==> src/rtl/lsm_pkg.sv <==
// shared constants and types of the limited-speed ramp monitor
package lsm_pkg;
   // ---------------------------------------------------------------
   // register map (byte addresses)
   // ---------------------------------------------------------------
   localparam int unsigned ADDR_W = 8;
   localparam logic [7:0] OFF_CTRL = 8'h00;
   localparam logic [7:0] OFF_GRACE = 8'h04;
   localparam logic [7:0] OFF_INDDLY = 8'h08;
   localparam logic [7:0] OFF_RAMPT = 8'h0C;
   localparam logic [7:0] OFF_TRIP = 8'h10;
   localparam logic [7:0] OFF_TARGET = 8'h14;
   localparam logic [7:0] OFF_TOL = 8'h18;
   localparam logic [7:0] OFF_STATUS = 8'h1C;
   localparam logic [7:0] OFF_IRQST = 8'h20;
   localparam logic [7:0] OFF_IRQMSK = 8'h24;
   // ---------------------------------------------------------------
   // fields and reset values
   // ---------------------------------------------------------------
   localparam int CTRL_REQ_BIT = 0;
   localparam int CTRL_MODE_LSB = 1;
   localparam logic [1:0] MODE_DELAY = 2'h0;
   localparam logic [1:0] MODE_MON = 2'h1;
   localparam logic [1:0] MODE_BOTH = 2'h2;
   localparam logic [1:0] MODE_OFF = 2'h3;
   localparam logic [2:0] CTRL_RST = 3'h0;
   localparam logic [15:0] GRACE_MS_RST = 16'h0000;
   localparam logic [15:0] CFG16_RST = 16'h0000;
   localparam logic [3:0] IRQ_RST = 4'h0;
   localparam int IRQ_RAMP = 0;
   localparam int IRQ_LOSS = 1;
   localparam int IRQ_TOFF = 2;
   localparam int IRQ_LIM = 3;
   localparam logic [1:0] RESP_OKAY = 2'h0;
   localparam logic [1:0] RESP_SLVERR = 2'h2;
   // ---------------------------------------------------------------
   // timing: one millisecond tick from a divider
   // ---------------------------------------------------------------
   localparam int unsigned CLK_HZ = 20_000_000;
   localparam int unsigned TICK_PERIOD_MS = 1;
   localparam int unsigned MS_CYCLES = CLK_HZ / 1000 * TICK_PERIOD_MS;
   localparam int DIV_W = 15;
   localparam logic [15:0] MS_SAT = 16'hFFFF;
   // ---------------------------------------------------------------
   // states and state record
   // ---------------------------------------------------------------
   typedef enum logic [2:0] {
      ST_IDLE = 3'h0,
      ST_RAMP = 3'h1,
      ST_LIM = 3'h3,
      ST_LOSS = 3'h5,
      ST_TOFF = 3'h7
   } lsm_state_t;
   typedef struct packed {
      lsm_state_t st;
      logic awHave;
      logic wHave;
      logic [7:0] awAddr;
      logic [31:0] wData;
      logic [3:0] wStrb;
      logic bValid;
      logic [1:0] bResp;
      logic rValid;
      logic [31:0] rData;
      logic [1:0] rResp;
      logic [2:0] ctrl;
      logic [15:0] grace;
      logic [15:0] indDly;
      logic [15:0] rampCfg;
      logic [15:0] trip;
      logic [15:0] target;
      logic [15:0] tol;
      logic [3:0] irqStat;
      logic [3:0] irqMask;
      logic reqPrev;
      logic [DIV_W-1:0] divCnt;
      logic [15:0] rampT;
      logic [15:0] rampStart;
      logic [15:0] rampTarget;
      logic [15:0] rampTrip;
      logic [15:0] rampTol;
      logic [15:0] rampMs;
      logic [15:0] graceMs;
      logic [15:0] indMs;
      logic [15:0] heldSpeed;
      logic torqueOff;
      logic limActive;
   } lsm_regs_t;
   localparam lsm_regs_t REGS_RST = '0;
endpackage

==> src/rtl/lsm_ramp_monitor.sv <==
// limited-speed ramp monitor with modulation-loss reaction, AXI4-Lite
//
// How it works
// request above trip limit starts ramp monitoring
// drive ramps speed down toward limited level
// zero ramp time selects drive's decel time
// delay mode: loss stops monitor, starts timers
// modulation back in time: resume latched ramp
// midpoint speed: end ramp, limited active on
// monitor mode: keep monitoring on held speed
// monitor mode: held speed violates ramp, torque off
// drive keeps decelerating inside ramp limits
// monitor mode: indication after indication delay
// delay mode: grace expiry without modulation, torque off
// reset: delay mode, grace time zero
// selector picks one of four loss reactions
// modulation return cancels running grace timer
`timescale 1ns/1ps
module lsm_ramp_monitor
#(
   parameter int unsigned MS_CYCLES = lsm_pkg::MS_CYCLES
)
(
   input wire logic clk,
   input wire logic rst,
   input wire logic [7:0] s_axi_awaddr,
   input wire logic s_axi_awvalid,
   output logic s_axi_awready,
   input wire logic [31:0] s_axi_wdata,
   input wire logic [3:0] s_axi_wstrb,
   input wire logic s_axi_wvalid,
   output logic s_axi_wready,
   output logic [1:0] s_axi_bresp,
   output logic s_axi_bvalid,
   input wire logic s_axi_bready,
   input wire logic [7:0] s_axi_araddr,
   input wire logic s_axi_arvalid,
   output logic s_axi_arready,
   output logic [31:0] s_axi_rdata,
   output logic [1:0] s_axi_rresp,
   output logic s_axi_rvalid,
   input wire logic s_axi_rready,
   input wire logic modPresent,
   input wire logic [15:0] speedEst,
   input wire logic [15:0] driveDecelTime,
   output logic rampMonActive,
   output logic torqueOffOutputFlag,
   output logic limitedSpeedActiveFlag,
   output logic irq
);
   lsm_pkg::lsm_regs_t s_q;
   lsm_pkg::lsm_regs_t s_d;
   logic tick;
   logic reqRise;
   logic [1:0] mode;
   logic monMode;
   logic delayMode;
   logic [15:0] spdUse;
   logic viol;
   logic atMid;
   logic [3:0] ev;
   logic rdClear;

   // ---------------------------------------------------------------
   // helpers
   // ---------------------------------------------------------------
   function automatic logic [31:0] wmerge(input logic [31:0] old,
                                         input logic [31:0] dat,
                                         input logic [3:0] strb);
      logic [31:0] r;
      r = old;
      for (int i = 0; i < 4; i++)
      begin
         if (strb[i])
         begin
            r[i*8 +: 8] = dat[i*8 +: 8];
         end
      end
      return r;
   endfunction

   function automatic logic [15:0] satInc(input logic [15:0] v);
      return (v == lsm_pkg::MS_SAT) ? v : v + 16'h0001;
   endfunction

   // speed above the linearly falling reference plus tolerance
   function automatic logic rampViol(input logic [15:0] spd,
                                     input logic [15:0] st,
                                     input logic [15:0] tg,
                                     input logic [15:0] tl,
                                     input logic [15:0] t,
                                     input logic [15:0] ms);
      logic [15:0] diff;
      logic [31:0] refv;
      logic [32:0] lim;
      diff = (st > tg) ? st - tg : 16'h0000;
      refv = 32'(st) * 32'(t) - 32'(ms) * 32'(diff);
      lim = {1'b0, refv} + {1'b0, 32'(tl) * 32'(t)};
      return {1'b0, 32'(spd) * 32'(t)} > lim;
   endfunction

   // ---------------------------------------------------------------
   // monitor decisions
   // ---------------------------------------------------------------
   assign tick = (s_q.divCnt == lsm_pkg::DIV_W'(MS_CYCLES - 1));
   assign reqRise = s_q.ctrl[lsm_pkg::CTRL_REQ_BIT] & ~s_q.reqPrev;
   assign mode = s_q.ctrl[lsm_pkg::CTRL_MODE_LSB +: 2];
   assign monMode = (mode == lsm_pkg::MODE_MON) |
                    (mode == lsm_pkg::MODE_BOTH);
   assign delayMode = (mode == lsm_pkg::MODE_DELAY) |
                      (mode == lsm_pkg::MODE_BOTH);
   assign spdUse = (s_q.st == lsm_pkg::ST_LOSS) ? s_q.heldSpeed
                                                : speedEst;
   assign viol = rampViol(spdUse, s_q.rampStart, s_q.rampTarget,
                          s_q.rampTol, s_q.rampT, s_q.rampMs);
   assign atMid = {1'b0, speedEst} <=
                  (({1'b0, s_q.rampTarget} + {1'b0, s_q.rampTrip}) >> 1);
   assign rdClear = s_axi_arvalid & s_axi_arready &
                    (s_axi_araddr == lsm_pkg::OFF_IRQST);

   // ---------------------------------------------------------------
   // next state
   // ---------------------------------------------------------------
   always_comb
   begin
      s_d = s_q;
      ev = 4'h0;
      s_d.reqPrev = s_q.ctrl[lsm_pkg::CTRL_REQ_BIT];
      s_d.divCnt = tick ? '0 : s_q.divCnt + 1'b1;
      if (modPresent)
      begin
         s_d.heldSpeed = speedEst;
      end
      if (tick && s_q.rampMs < s_q.rampT)
      begin
         s_d.rampMs = s_q.rampMs + 16'h0001;
      end
      unique case (s_q.st)
         lsm_pkg::ST_IDLE:
         begin
            if (reqRise)
            begin
               s_d.rampStart = speedEst;
               s_d.rampTarget = s_q.target;
               s_d.rampTrip = s_q.trip;
               s_d.rampTol = s_q.tol;
               s_d.rampT = (s_q.rampCfg == 16'h0000) ? driveDecelTime
                                                     : s_q.rampCfg;
               s_d.rampMs = 16'h0000;
               if (speedEst > s_q.trip)
               begin
                  s_d.st = lsm_pkg::ST_RAMP;
                  ev[lsm_pkg::IRQ_RAMP] = 1'b1;
               end
               else
               begin
                  s_d.st = lsm_pkg::ST_LIM;
                  s_d.limActive = 1'b1;
                  ev[lsm_pkg::IRQ_LIM] = 1'b1;
               end
            end
         end
         lsm_pkg::ST_RAMP:
         begin
            if (!s_q.ctrl[lsm_pkg::CTRL_REQ_BIT])
            begin
               s_d.st = lsm_pkg::ST_IDLE;
            end
            else if (!modPresent)
            begin
               s_d.st = lsm_pkg::ST_LOSS;
               s_d.graceMs = 16'h0000;
               s_d.indMs = 16'h0000;
               ev[lsm_pkg::IRQ_LOSS] = 1'b1;
            end
            else if (viol)
            begin
               s_d.st = lsm_pkg::ST_TOFF;
               s_d.torqueOff = 1'b1;
               ev[lsm_pkg::IRQ_TOFF] = 1'b1;
            end
            else if (atMid)
            begin
               s_d.st = lsm_pkg::ST_LIM;
               s_d.limActive = 1'b1;
               ev[lsm_pkg::IRQ_LIM] = 1'b1;
            end
         end
         lsm_pkg::ST_LOSS:
         begin
            if (tick)
            begin
               s_d.graceMs = satInc(s_q.graceMs);
               s_d.indMs = satInc(s_q.indMs);
            end
            if (!s_q.ctrl[lsm_pkg::CTRL_REQ_BIT])
            begin
               s_d.st = lsm_pkg::ST_IDLE;
               s_d.limActive = 1'b0;
               s_d.graceMs = 16'h0000;
            end
            else if (modPresent)
            begin
               // latched ramp settings stay in force
               s_d.st = lsm_pkg::ST_RAMP;
               s_d.graceMs = 16'h0000;
               s_d.indMs = 16'h0000;
            end
            else if ((delayMode && s_q.graceMs >= s_q.grace) ||
                     (monMode && viol))
            begin
               s_d.st = lsm_pkg::ST_TOFF;
               s_d.torqueOff = 1'b1;
               ev[lsm_pkg::IRQ_TOFF] = 1'b1;
            end
            else if (s_q.indMs >= s_q.indDly && !s_q.limActive)
            begin
               s_d.limActive = 1'b1;
               ev[lsm_pkg::IRQ_LIM] = 1'b1;
            end
         end
         lsm_pkg::ST_LIM, lsm_pkg::ST_TOFF:
         begin
            if (!s_q.ctrl[lsm_pkg::CTRL_REQ_BIT])
            begin
               s_d.st = lsm_pkg::ST_IDLE;
               s_d.limActive = 1'b0;
               s_d.torqueOff = 1'b0;
            end
         end
         default:
         begin
            s_d.st = lsm_pkg::ST_IDLE;
         end
      endcase

      // bus write side
      if (s_axi_awvalid && s_axi_awready)
      begin
         s_d.awHave = 1'b1;
         s_d.awAddr = s_axi_awaddr;
      end
      if (s_axi_wvalid && s_axi_wready)
      begin
         s_d.wHave = 1'b1;
         s_d.wData = s_axi_wdata;
         s_d.wStrb = s_axi_wstrb;
      end
      if (s_q.bValid && s_axi_bready)
      begin
         s_d.bValid = 1'b0;
      end
      if (s_q.awHave && s_q.wHave && !s_q.bValid)
      begin
         s_d.awHave = 1'b0;
         s_d.wHave = 1'b0;
         s_d.bValid = 1'b1;
         s_d.bResp = lsm_pkg::RESP_OKAY;
         case (s_q.awAddr)
            lsm_pkg::OFF_CTRL: s_d.ctrl =
               3'(wmerge(32'(s_q.ctrl), s_q.wData, s_q.wStrb));
            lsm_pkg::OFF_GRACE: s_d.grace =
               16'(wmerge(32'(s_q.grace), s_q.wData, s_q.wStrb));
            lsm_pkg::OFF_INDDLY: s_d.indDly =
               16'(wmerge(32'(s_q.indDly), s_q.wData, s_q.wStrb));
            lsm_pkg::OFF_RAMPT: s_d.rampCfg =
               16'(wmerge(32'(s_q.rampCfg), s_q.wData, s_q.wStrb));
            lsm_pkg::OFF_TRIP: s_d.trip =
               16'(wmerge(32'(s_q.trip), s_q.wData, s_q.wStrb));
            lsm_pkg::OFF_TARGET: s_d.target =
               16'(wmerge(32'(s_q.target), s_q.wData, s_q.wStrb));
            lsm_pkg::OFF_TOL: s_d.tol =
               16'(wmerge(32'(s_q.tol), s_q.wData, s_q.wStrb));
            lsm_pkg::OFF_IRQMSK: s_d.irqMask =
               4'(wmerge(32'(s_q.irqMask), s_q.wData, s_q.wStrb));
            lsm_pkg::OFF_STATUS, lsm_pkg::OFF_IRQST: ;
            default: s_d.bResp = lsm_pkg::RESP_SLVERR;
         endcase
      end

      // bus read side
      if (s_q.rValid && s_axi_rready)
      begin
         s_d.rValid = 1'b0;
      end
      if (s_axi_arvalid && s_axi_arready)
      begin
         s_d.rValid = 1'b1;
         s_d.rResp = lsm_pkg::RESP_OKAY;
         case (s_axi_araddr)
            lsm_pkg::OFF_CTRL: s_d.rData = 32'(s_q.ctrl);
            lsm_pkg::OFF_GRACE: s_d.rData = 32'(s_q.grace);
            lsm_pkg::OFF_INDDLY: s_d.rData = 32'(s_q.indDly);
            lsm_pkg::OFF_RAMPT: s_d.rData = 32'(s_q.rampCfg);
            lsm_pkg::OFF_TRIP: s_d.rData = 32'(s_q.trip);
            lsm_pkg::OFF_TARGET: s_d.rData = 32'(s_q.target);
            lsm_pkg::OFF_TOL: s_d.rData = 32'(s_q.tol);
            lsm_pkg::OFF_STATUS: s_d.rData = 32'({modPresent,
               s_q.limActive, s_q.torqueOff, rampMonActive, s_q.st});
            lsm_pkg::OFF_IRQST: s_d.rData = 32'(s_q.irqStat);
            lsm_pkg::OFF_IRQMSK: s_d.rData = 32'(s_q.irqMask);
            default:
            begin
               s_d.rData = 32'h0000_0000;
               s_d.rResp = lsm_pkg::RESP_SLVERR;
            end
         endcase
      end
      // new events win over the clearing read
      s_d.irqStat = (rdClear ? lsm_pkg::IRQ_RST : s_q.irqStat) | ev;
   end

   always_ff @(posedge clk)
   begin
      if (rst)
      begin
         s_q <= lsm_pkg::REGS_RST;
      end
      else
      begin
         s_q <= s_d;
      end
   end

   // ---------------------------------------------------------------
   // outputs
   // ---------------------------------------------------------------
   assign s_axi_awready = ~s_q.awHave;
   assign s_axi_wready = ~s_q.wHave;
   assign s_axi_bvalid = s_q.bValid;
   assign s_axi_bresp = s_q.bResp;
   assign s_axi_arready = ~s_q.rValid;
   assign s_axi_rvalid = s_q.rValid;
   assign s_axi_rdata = s_q.rData;
   assign s_axi_rresp = s_q.rResp;
   assign rampMonActive = (s_q.st == lsm_pkg::ST_RAMP) |
                          ((s_q.st == lsm_pkg::ST_LOSS) & monMode);
   assign torqueOffOutputFlag = s_q.torqueOff;
   assign limitedSpeedActiveFlag = s_q.limActive;
   assign irq = |(s_q.irqStat & s_q.irqMask);
endmodule // lsm_ramp_monitor

==> config.mk <==
export PLATFORM = sky130hd
export DESIGN_NAME = lsm_ramp_monitor
export DESIGN_NICKNAME = d
export VERILOG_FILES = /design/src/rtl/lsm_pkg.sv /design/src/rtl/lsm_ramp_monitor.sv
export SDC_FILE = /design/constraint.sdc
export NUM_CORES = 2
export LEC_CHECK = 0
export ABC_AREA = 1
export BUFFER_PORTS_ARGS = -buffer_cell sky130_fd_sc_hd__buf_2
export CORE_UTILIZATION = 30
export CTS_CLUSTER_DIAMETER = 150
export DETAILED_ROUTE_END_ITERATION = 10
export PLACE_DENSITY = 0.42
export SYNTH_ARGS = -nofsm -noshare
export SYNTH_HDL_FRONTEND = slang
export SYNTH_SLANG_ARGS = --single-unit
==> constraint.sdc <==
create_clock -name clk -period 17.05 [get_ports clk]
set_clock_uncertainty 0.1 [all_clocks]
set_input_delay 1.705 -clock clk [delete_from_list [all_inputs] [get_ports clk]]
set_output_delay 1.705 -clock clk [all_outputs]
set_load 0.03 [all_outputs]
=== After elaboration in Yosys (flattened, before gate mapping) ===
Index checks and enable logic that the tools add are counted.

* Flip-flop bits (word level): 338
* Output and inout port bits: 45
* Word-level logic and storage cells: 236

* Add/sub/neg operators: 8
* $mul: 4
* $lt $le $gt $ge: 7
* Equality and inequality tests: 46
* Muxes and demuxes: 69
* Bitwise operators: 13
* Reductions and logical operators: 50

{| class="wikitable"
|+ Operators with widths
! kind !! count
|-
| $mux W16 || 10
|-
| $pmux W16 S10 || 1
|-
| $mul A16 B16 Y32 || 4
|-
| $mux W32 || 4
|-
| $eq A8 B5 Y1 const B || 8
|-
| $pmux W32 S2 || 1
|-
| $add A16 B1 Y16 const B || 3
|-
| $reduce_and A3 Y1 || 15
|-
| $mux W35 || 1
|-
| $add A32 B32 Y33 || 1
|-
| $gt A32 B33 Y1 || 1
|-
| $mux W3 || 11
|-
| $eq A16 B16 Y1 const B || 2
|-
| $eq A8 B4 Y1 const B || 4
|-
| $eq A8 B6 Y1 const B || 4
|-
| $ge A16 B16 Y1 || 2
|-
| $gt A16 B16 Y1 || 2
|-
| $sub A32 B32 Y32 || 1
|-
| $mux W1 || 25
|-
| $ne A2 B2 Y1 const B || 12
|-
| $mux W2 || 10
|-
| $reduce_or A10 Y1 || 2
|-
| $add A16 B16 Y17 || 1
|-
| $eq A8 B3 Y1 const B || 2
|-
| 40 further kinds || 70
|}

=== Logic depth before layout (Yosys ltp) ===
* Word-level depth: 13
* Gate-level depth with buffers: 74

=== Worst setup path before layout ===
Ideal clock, no wire load.

* Path kind: register to register
* Start point: register s_q[114] in the netlist's numbering
* End point: register s_q[355] in the netlist's numbering
* Setup time: 113 ps
* Data arrival time: 12328 ps
* Path slack: 4509 ps
* Stages on the path, launching flop included: 62
* Buffers on the path: 2
* Period minus slack after synthesis: 12541 ps
* Cell sequence: dfxtp_1 -> clkbuf_1 -> inv_1 -> ha_1 -> fa_1 -> o21ai_2 -> a21oi_2 -> nor3_2 -> a211oi_2 -> o21ai_2 -> nand2_2 -> buf_6 -> nor3_4 -> inv_2 -> nor2_1 -> fa_1 -> fa_1 -> ha_1 -> [... 26 more ...] -> inv_1 -> o31ai_1 -> a21oi_1 -> nor2_1 -> nor2_1 -> xor2_1 -> ha_1 -> nand2_1 -> nor4_1 -> nand3_1 -> nor4_1 -> a21oi_2 -> nand3_2 -> nand3_1 -> nand2_1 -> nand2_1 -> nand2_1 -> nor2_1

* Word-level cells in the longest chain between the ends: 10
* Elaborated cells on any way between the ends: 17
* Classes of those cells: add/sub: 3; mul: 2; order compare: 2; eq/ne: 2; mux: 5; reduce/logical: 3

{| class="wikitable"
|+ Ends and longest elaborated chain
! item !! RTL line !! source
|-
| from (decl) || lsm_ramp_monitor.sv:51 || <nowiki>lsm_pkg::lsm_regs_t s_q;</nowiki>
|-
| from (signal assigned) || lsm_ramp_monitor.sv:317 || <nowiki>s_q <= lsm_pkg::REGS_RST;</nowiki>
|-
| $sub A16 B16 Y16 or $gt A16 B16 Y1 (tied branches) || lsm_ramp_monitor.sv:96 || <nowiki>diff = (st > tg) ? st - tg : 16'h0000;</nowiki>
|-
| $mux W16 || lsm_ramp_monitor.sv:96 ||
|-
| $mul A16 B16 Y32 || lsm_ramp_monitor.sv:97 || <nowiki>refv = 32'(st) * 32'(t) - 32'(ms) * 32'(diff);</nowiki>
|-
| $sub A32 B32 Y32 * || lsm_ramp_monitor.sv:97 ||
|-
| $add A32 B32 Y33 * || lsm_ramp_monitor.sv:98 || <nowiki>lim = {1'b0, refv} + {1'b0, 32'(tl) * 32'(t)};</nowiki>
|-
| $gt A32 B33 Y1 * || lsm_ramp_monitor.sv:99 || <nowiki>return {1'b0, 32'(spd) * 32'(t)} > lim;</nowiki>
|-
| $mux W3 or $logic_and A1 B1 Y1 (tied branches) || lsm_ramp_monitor.sv:176, lsm_ramp_monitor.sv:210 ||
|-
| $mux W3 or $logic_or A1 B1 Y1 (tied branches) || lsm_ramp_monitor.sv:169, lsm_ramp_monitor.sv:209 ||
|-
| $mux W3 or $ne A4 B4 Y1 (tied branches) || n/a ||
|-
| $pmux W3 S4 or $reduce_and A4 Y1 (tied branches) || n/a ||
|}

Every way passes the cells marked *; elsewhere a longest branch is shown, timed or not.
A chain may end at the register's enable or synchronous reset.

=== Final worst setup path ===
Ends and elaborated chain as after synthesis.

==> results.sh <==
export IMPL_status="finished, final reports clean"
export IMPL_p_leak_uw=0.0275
export IMPL_crit_fanout=20
export IMPL_max_stage_delay_ns=0.59
export IMPL_drive_gt1_frac=0.0511
export IMPL_power_frac_seq=0.382
export IMPL_cts_resized=0
export IMPL_synth_enable_flop_cells=0
export IMPL_avgSynthCellArea_um2=7.83
export IMPL_max_clock_freq_ghz=0.0665
export IMPL_grt_overflow=0
export IMPL_drv_slew=0
export IMPL_grt_max_degree=81
export IMPL_track_usage=0.204
export IMPL_reg2reg_setup_slack_ns=2.00
export IMPL_hp_class="reg2reg"
export IMPL_postRouteWirelength_mm=177
export IMPL_num_fill_cells=18700
export IMPL_io_buffer_count=100
export IMPL_cts_buffer_depth=3
export IMPL_die_w_um=421
export IMPL_critical_path_arrival_ns=15.42
export IMPL_drt_pass1_iterations=5
export IMPL_synth_seq_cells=320
export IMPL_clk_pin_slew_ns=0.06
export IMPL_antenna_found_initial=2
export IMPL_crit_type="reg2reg"
export IMPL_cts_root_buf="clkbuf_16"
export IMPL_intPower_uw=1410
export IMPL_path_common_cell="fa_1"
export IMPL_fp_dieArea_mm2=0.177
export IMPL_power_density_mw_per_mm2=35.5
export IMPL_p_clk_frac=0.477
export IMPL_syn_inst=6718
export IMPL_place_inst=8951
export IMPL_synth_cell_type_count=64
export IMPL_syn_to_final_growth_pct=8.28
export IMPL_ys_seq_area_frac=0.122
export IMPL_postSynth_asyncResetShare=0
export IMPL_cts_tree="done"
export IMPL_switching_share=0.301
export IMPL_peakVddDrop_mv=0.0698
export IMPL_crit_slowest_cell="fa_1"
export IMPL_clkLatencyLatePin_ns=0.60
export IMPL_clock_sinks=320
export IMPL_htree_levels=2
export IMPL_die_h_um=421
export IMPL_power_switching_uw=609
export IMPL_viasPerCell=4.68
export IMPL_cts_buffers=39
export IMPL_drcViolationCount=0
export IMPL_drtIter0Drc=2579
export IMPL_hpwl_mm=147
export IMPL_place_gp_congestion=0.870
export IMPL_period_needed_ns=15.05
export IMPL_rsz0062_at_grt="false"
export IMPL_start_util=0.302
export IMPL_end_kind="register"
export IMPL_grt_pass1_wl_mm=270
export IMPL_wl_per_cell_um=19.6
export IMPL_grt_pass1_vias=43200
export IMPL_finalSetupTns_ns=0
export IMPL_worstMarginPinSlew_ns=1.16
export IMPL_instances_no_fill=9022
export IMPL_worstSetupStartpointType="register"
export IMPL_period_share=0.882
export IMPL_ant_nets=0
export IMPL_num_antenna_cells=0
export IMPL_hold_viol=0
export IMPL_syn_area_mm2=0.0526
export IMPL_vias=42200
export IMPL_worstPathRequired_ns=17.43
export IMPL_boundaryPins=137
export IMPL_row_count=153
export IMPL_post_cts_setup_buffers=0
export IMPL_nets=8181
export IMPL_synth_ff_type="dfxtp_1"
export IMPL_hold_buffers=0
export IMPL_ys_warnings_count=0
export IMPL_relSlewSlack=0.221
export IMPL_setup_viol=0
export IMPL_pwr_share_comb=0.141
export IMPL_core_mm2=0.174
export IMPL_drv_cap=0
-- layout by cell type (no fill, tap or decap), types with 17 or more instances in the layout --
master,count
inv_1,1631
conb_1,18
buf_4,97
xnor2_1,51
o22ai_1,60
buf_2,99
fa_1,872
a21oi_1,306
dfxtp_1,307
clkinv_1,17
o21ai_0,230
nor2_1,505
clkbuf_16,39
nand4_1,39
xor2_1,81
nor3_1,65
nand3_1,75
nand2_1,1300
a21o_1,17
ha_1,550
a31oi_1,18
a211oi_1,77
-- kinds of logic after synthesis --
group,Yosys count,share of synthesized area
adder cells (fa/ha/maj),1422,0.463
AO/OA/AOI/OAI,834,0.0929
AND/OR/NAND/NOR,2042,0.156
XOR/XNOR,132,0.0220
other,1,0.0000713
flip-flops,320,0.122
buffers and inverters,1967,0.144
-- flip-flops by register name, summed over array words and instances (netlist names) --
register                cells
limitedSpeedActiveFlag      1
mode                        2
s_axi_bresp                 1
s_axi_bvalid                1
s_axi_rdata                16
s_axi_rresp                 1
s_axi_rvalid                1
s_d                         1
s_q                       295
torqueOffOutputFlag         1
-- worst max-delay path: cells and delay by family (launching register included) --
kind            cells  cell delay (ns)
buf+inv            10             1.53
flops               1             0.30
compound gates     12             2.57
fa+ha+maj          17             7.46
simple gates       19             2.56
xor+xnor            2             0.35
-- power by group through the flow --
stage | Combinational [uW] | Clock (uW) | Sequential (uW)
4_1_cts | 287 | 991 | 773
5_1_grt | 313 | 1020 | 774
2_1_floorplan | 171 | 0 | 789
3_5_place_dp | 286 | 0 | 789
3_3_place_gp | 286 | 0 | 789
6_report | 285 | 965 | 773
-- Yosys cell counts (13+ instances only) --
library cell  count  area, um2
nand2_1        1301       4880
buf_4            38        285
clkbuf_1        214        803
fa_1            872      17500
xnor2_1          51        447
a31oi_1          18        113
o31ai_1          14        105
inv_1          1632       6130
nor2_1          506       1900
nand4_1          39        244
nand3_1          75        375
ha_1            550       6880
dfxtp_1         320       6410
o32ai_1          14        123
buf_2            36        180
o21ai_0         232       1160
buf_1            15       56.3
inv_2            13       48.8
a21o_1           17        128
o22ai_1          60        375
nor3_1           65        325
a211oi_1         77        578
clkinv_1         17       63.8
xor2_1           81        709
a21oi_1         306       1530
-- final timing paths --
path              end  depth (start not counted)     start
max          s_q[355]                         60  s_q[114]
min          s_q[146]                          1  s_q[146]
max reg2reg  s_q[355]                         60  s_q[114]
min reg2reg  s_q[146]                          1  s_q[146]
-- per-stage QoR --
| stage | setup WS [ns] | total power [uW] | hold WS (ns) | cell area (um2) | utilization |
|---|---|---|---|---|---|
| 3_5_place_dp | 2.04 | 1080 | 0.341 | 55500 | 0.319 |
| 6_report | 2.00 | 2020 | 0.345 | 56900 | 0.327 |
| 2_1_floorplan | 4.51 | 960 | 0.318 | 52600 | - |
| 3_3_place_gp | 2.05 | 1070 | 0.328 | 55500 | 0.319 |
| 4_1_cts | 1.99 | 2050 | 0.352 | 56900 | 0.327 |
| 5_1_grt | 1.03 | 2100 | 0.383 | 56900 | 0.327 |
-- per-layer routing --
metal	global-route usage	wire (um)	up-vias	part of all wire
met1	0.272	79000	21000	0.45
met4	0.0523	5020	4	0.028
met5	0	27	-	0.00015
met2	0.353	86200	896	0.49
met3	0.0148	6760	166	0.038
li1	-	-	20200	-
-- cell type report --
| class | count | area [um2] | share of cell area |
|---|---|---|---|
| timing repair buffer | 196 | 1220 | 0.0215 |
| clock inverter | 22 | 417 | 0.00732 |
| clock buffer | 49 | 1050 | 0.0185 |
| tap | 2325 | 2910 | 0.0511 |
| sequential | 320 | 6420 | 0.113 |
| inverter | 1662 | 6240 | 0.110 |
| multi-input combinational | 4448 | 38700 | 0.679 |
Note: power is estimated with default switching activity, not from simulation.
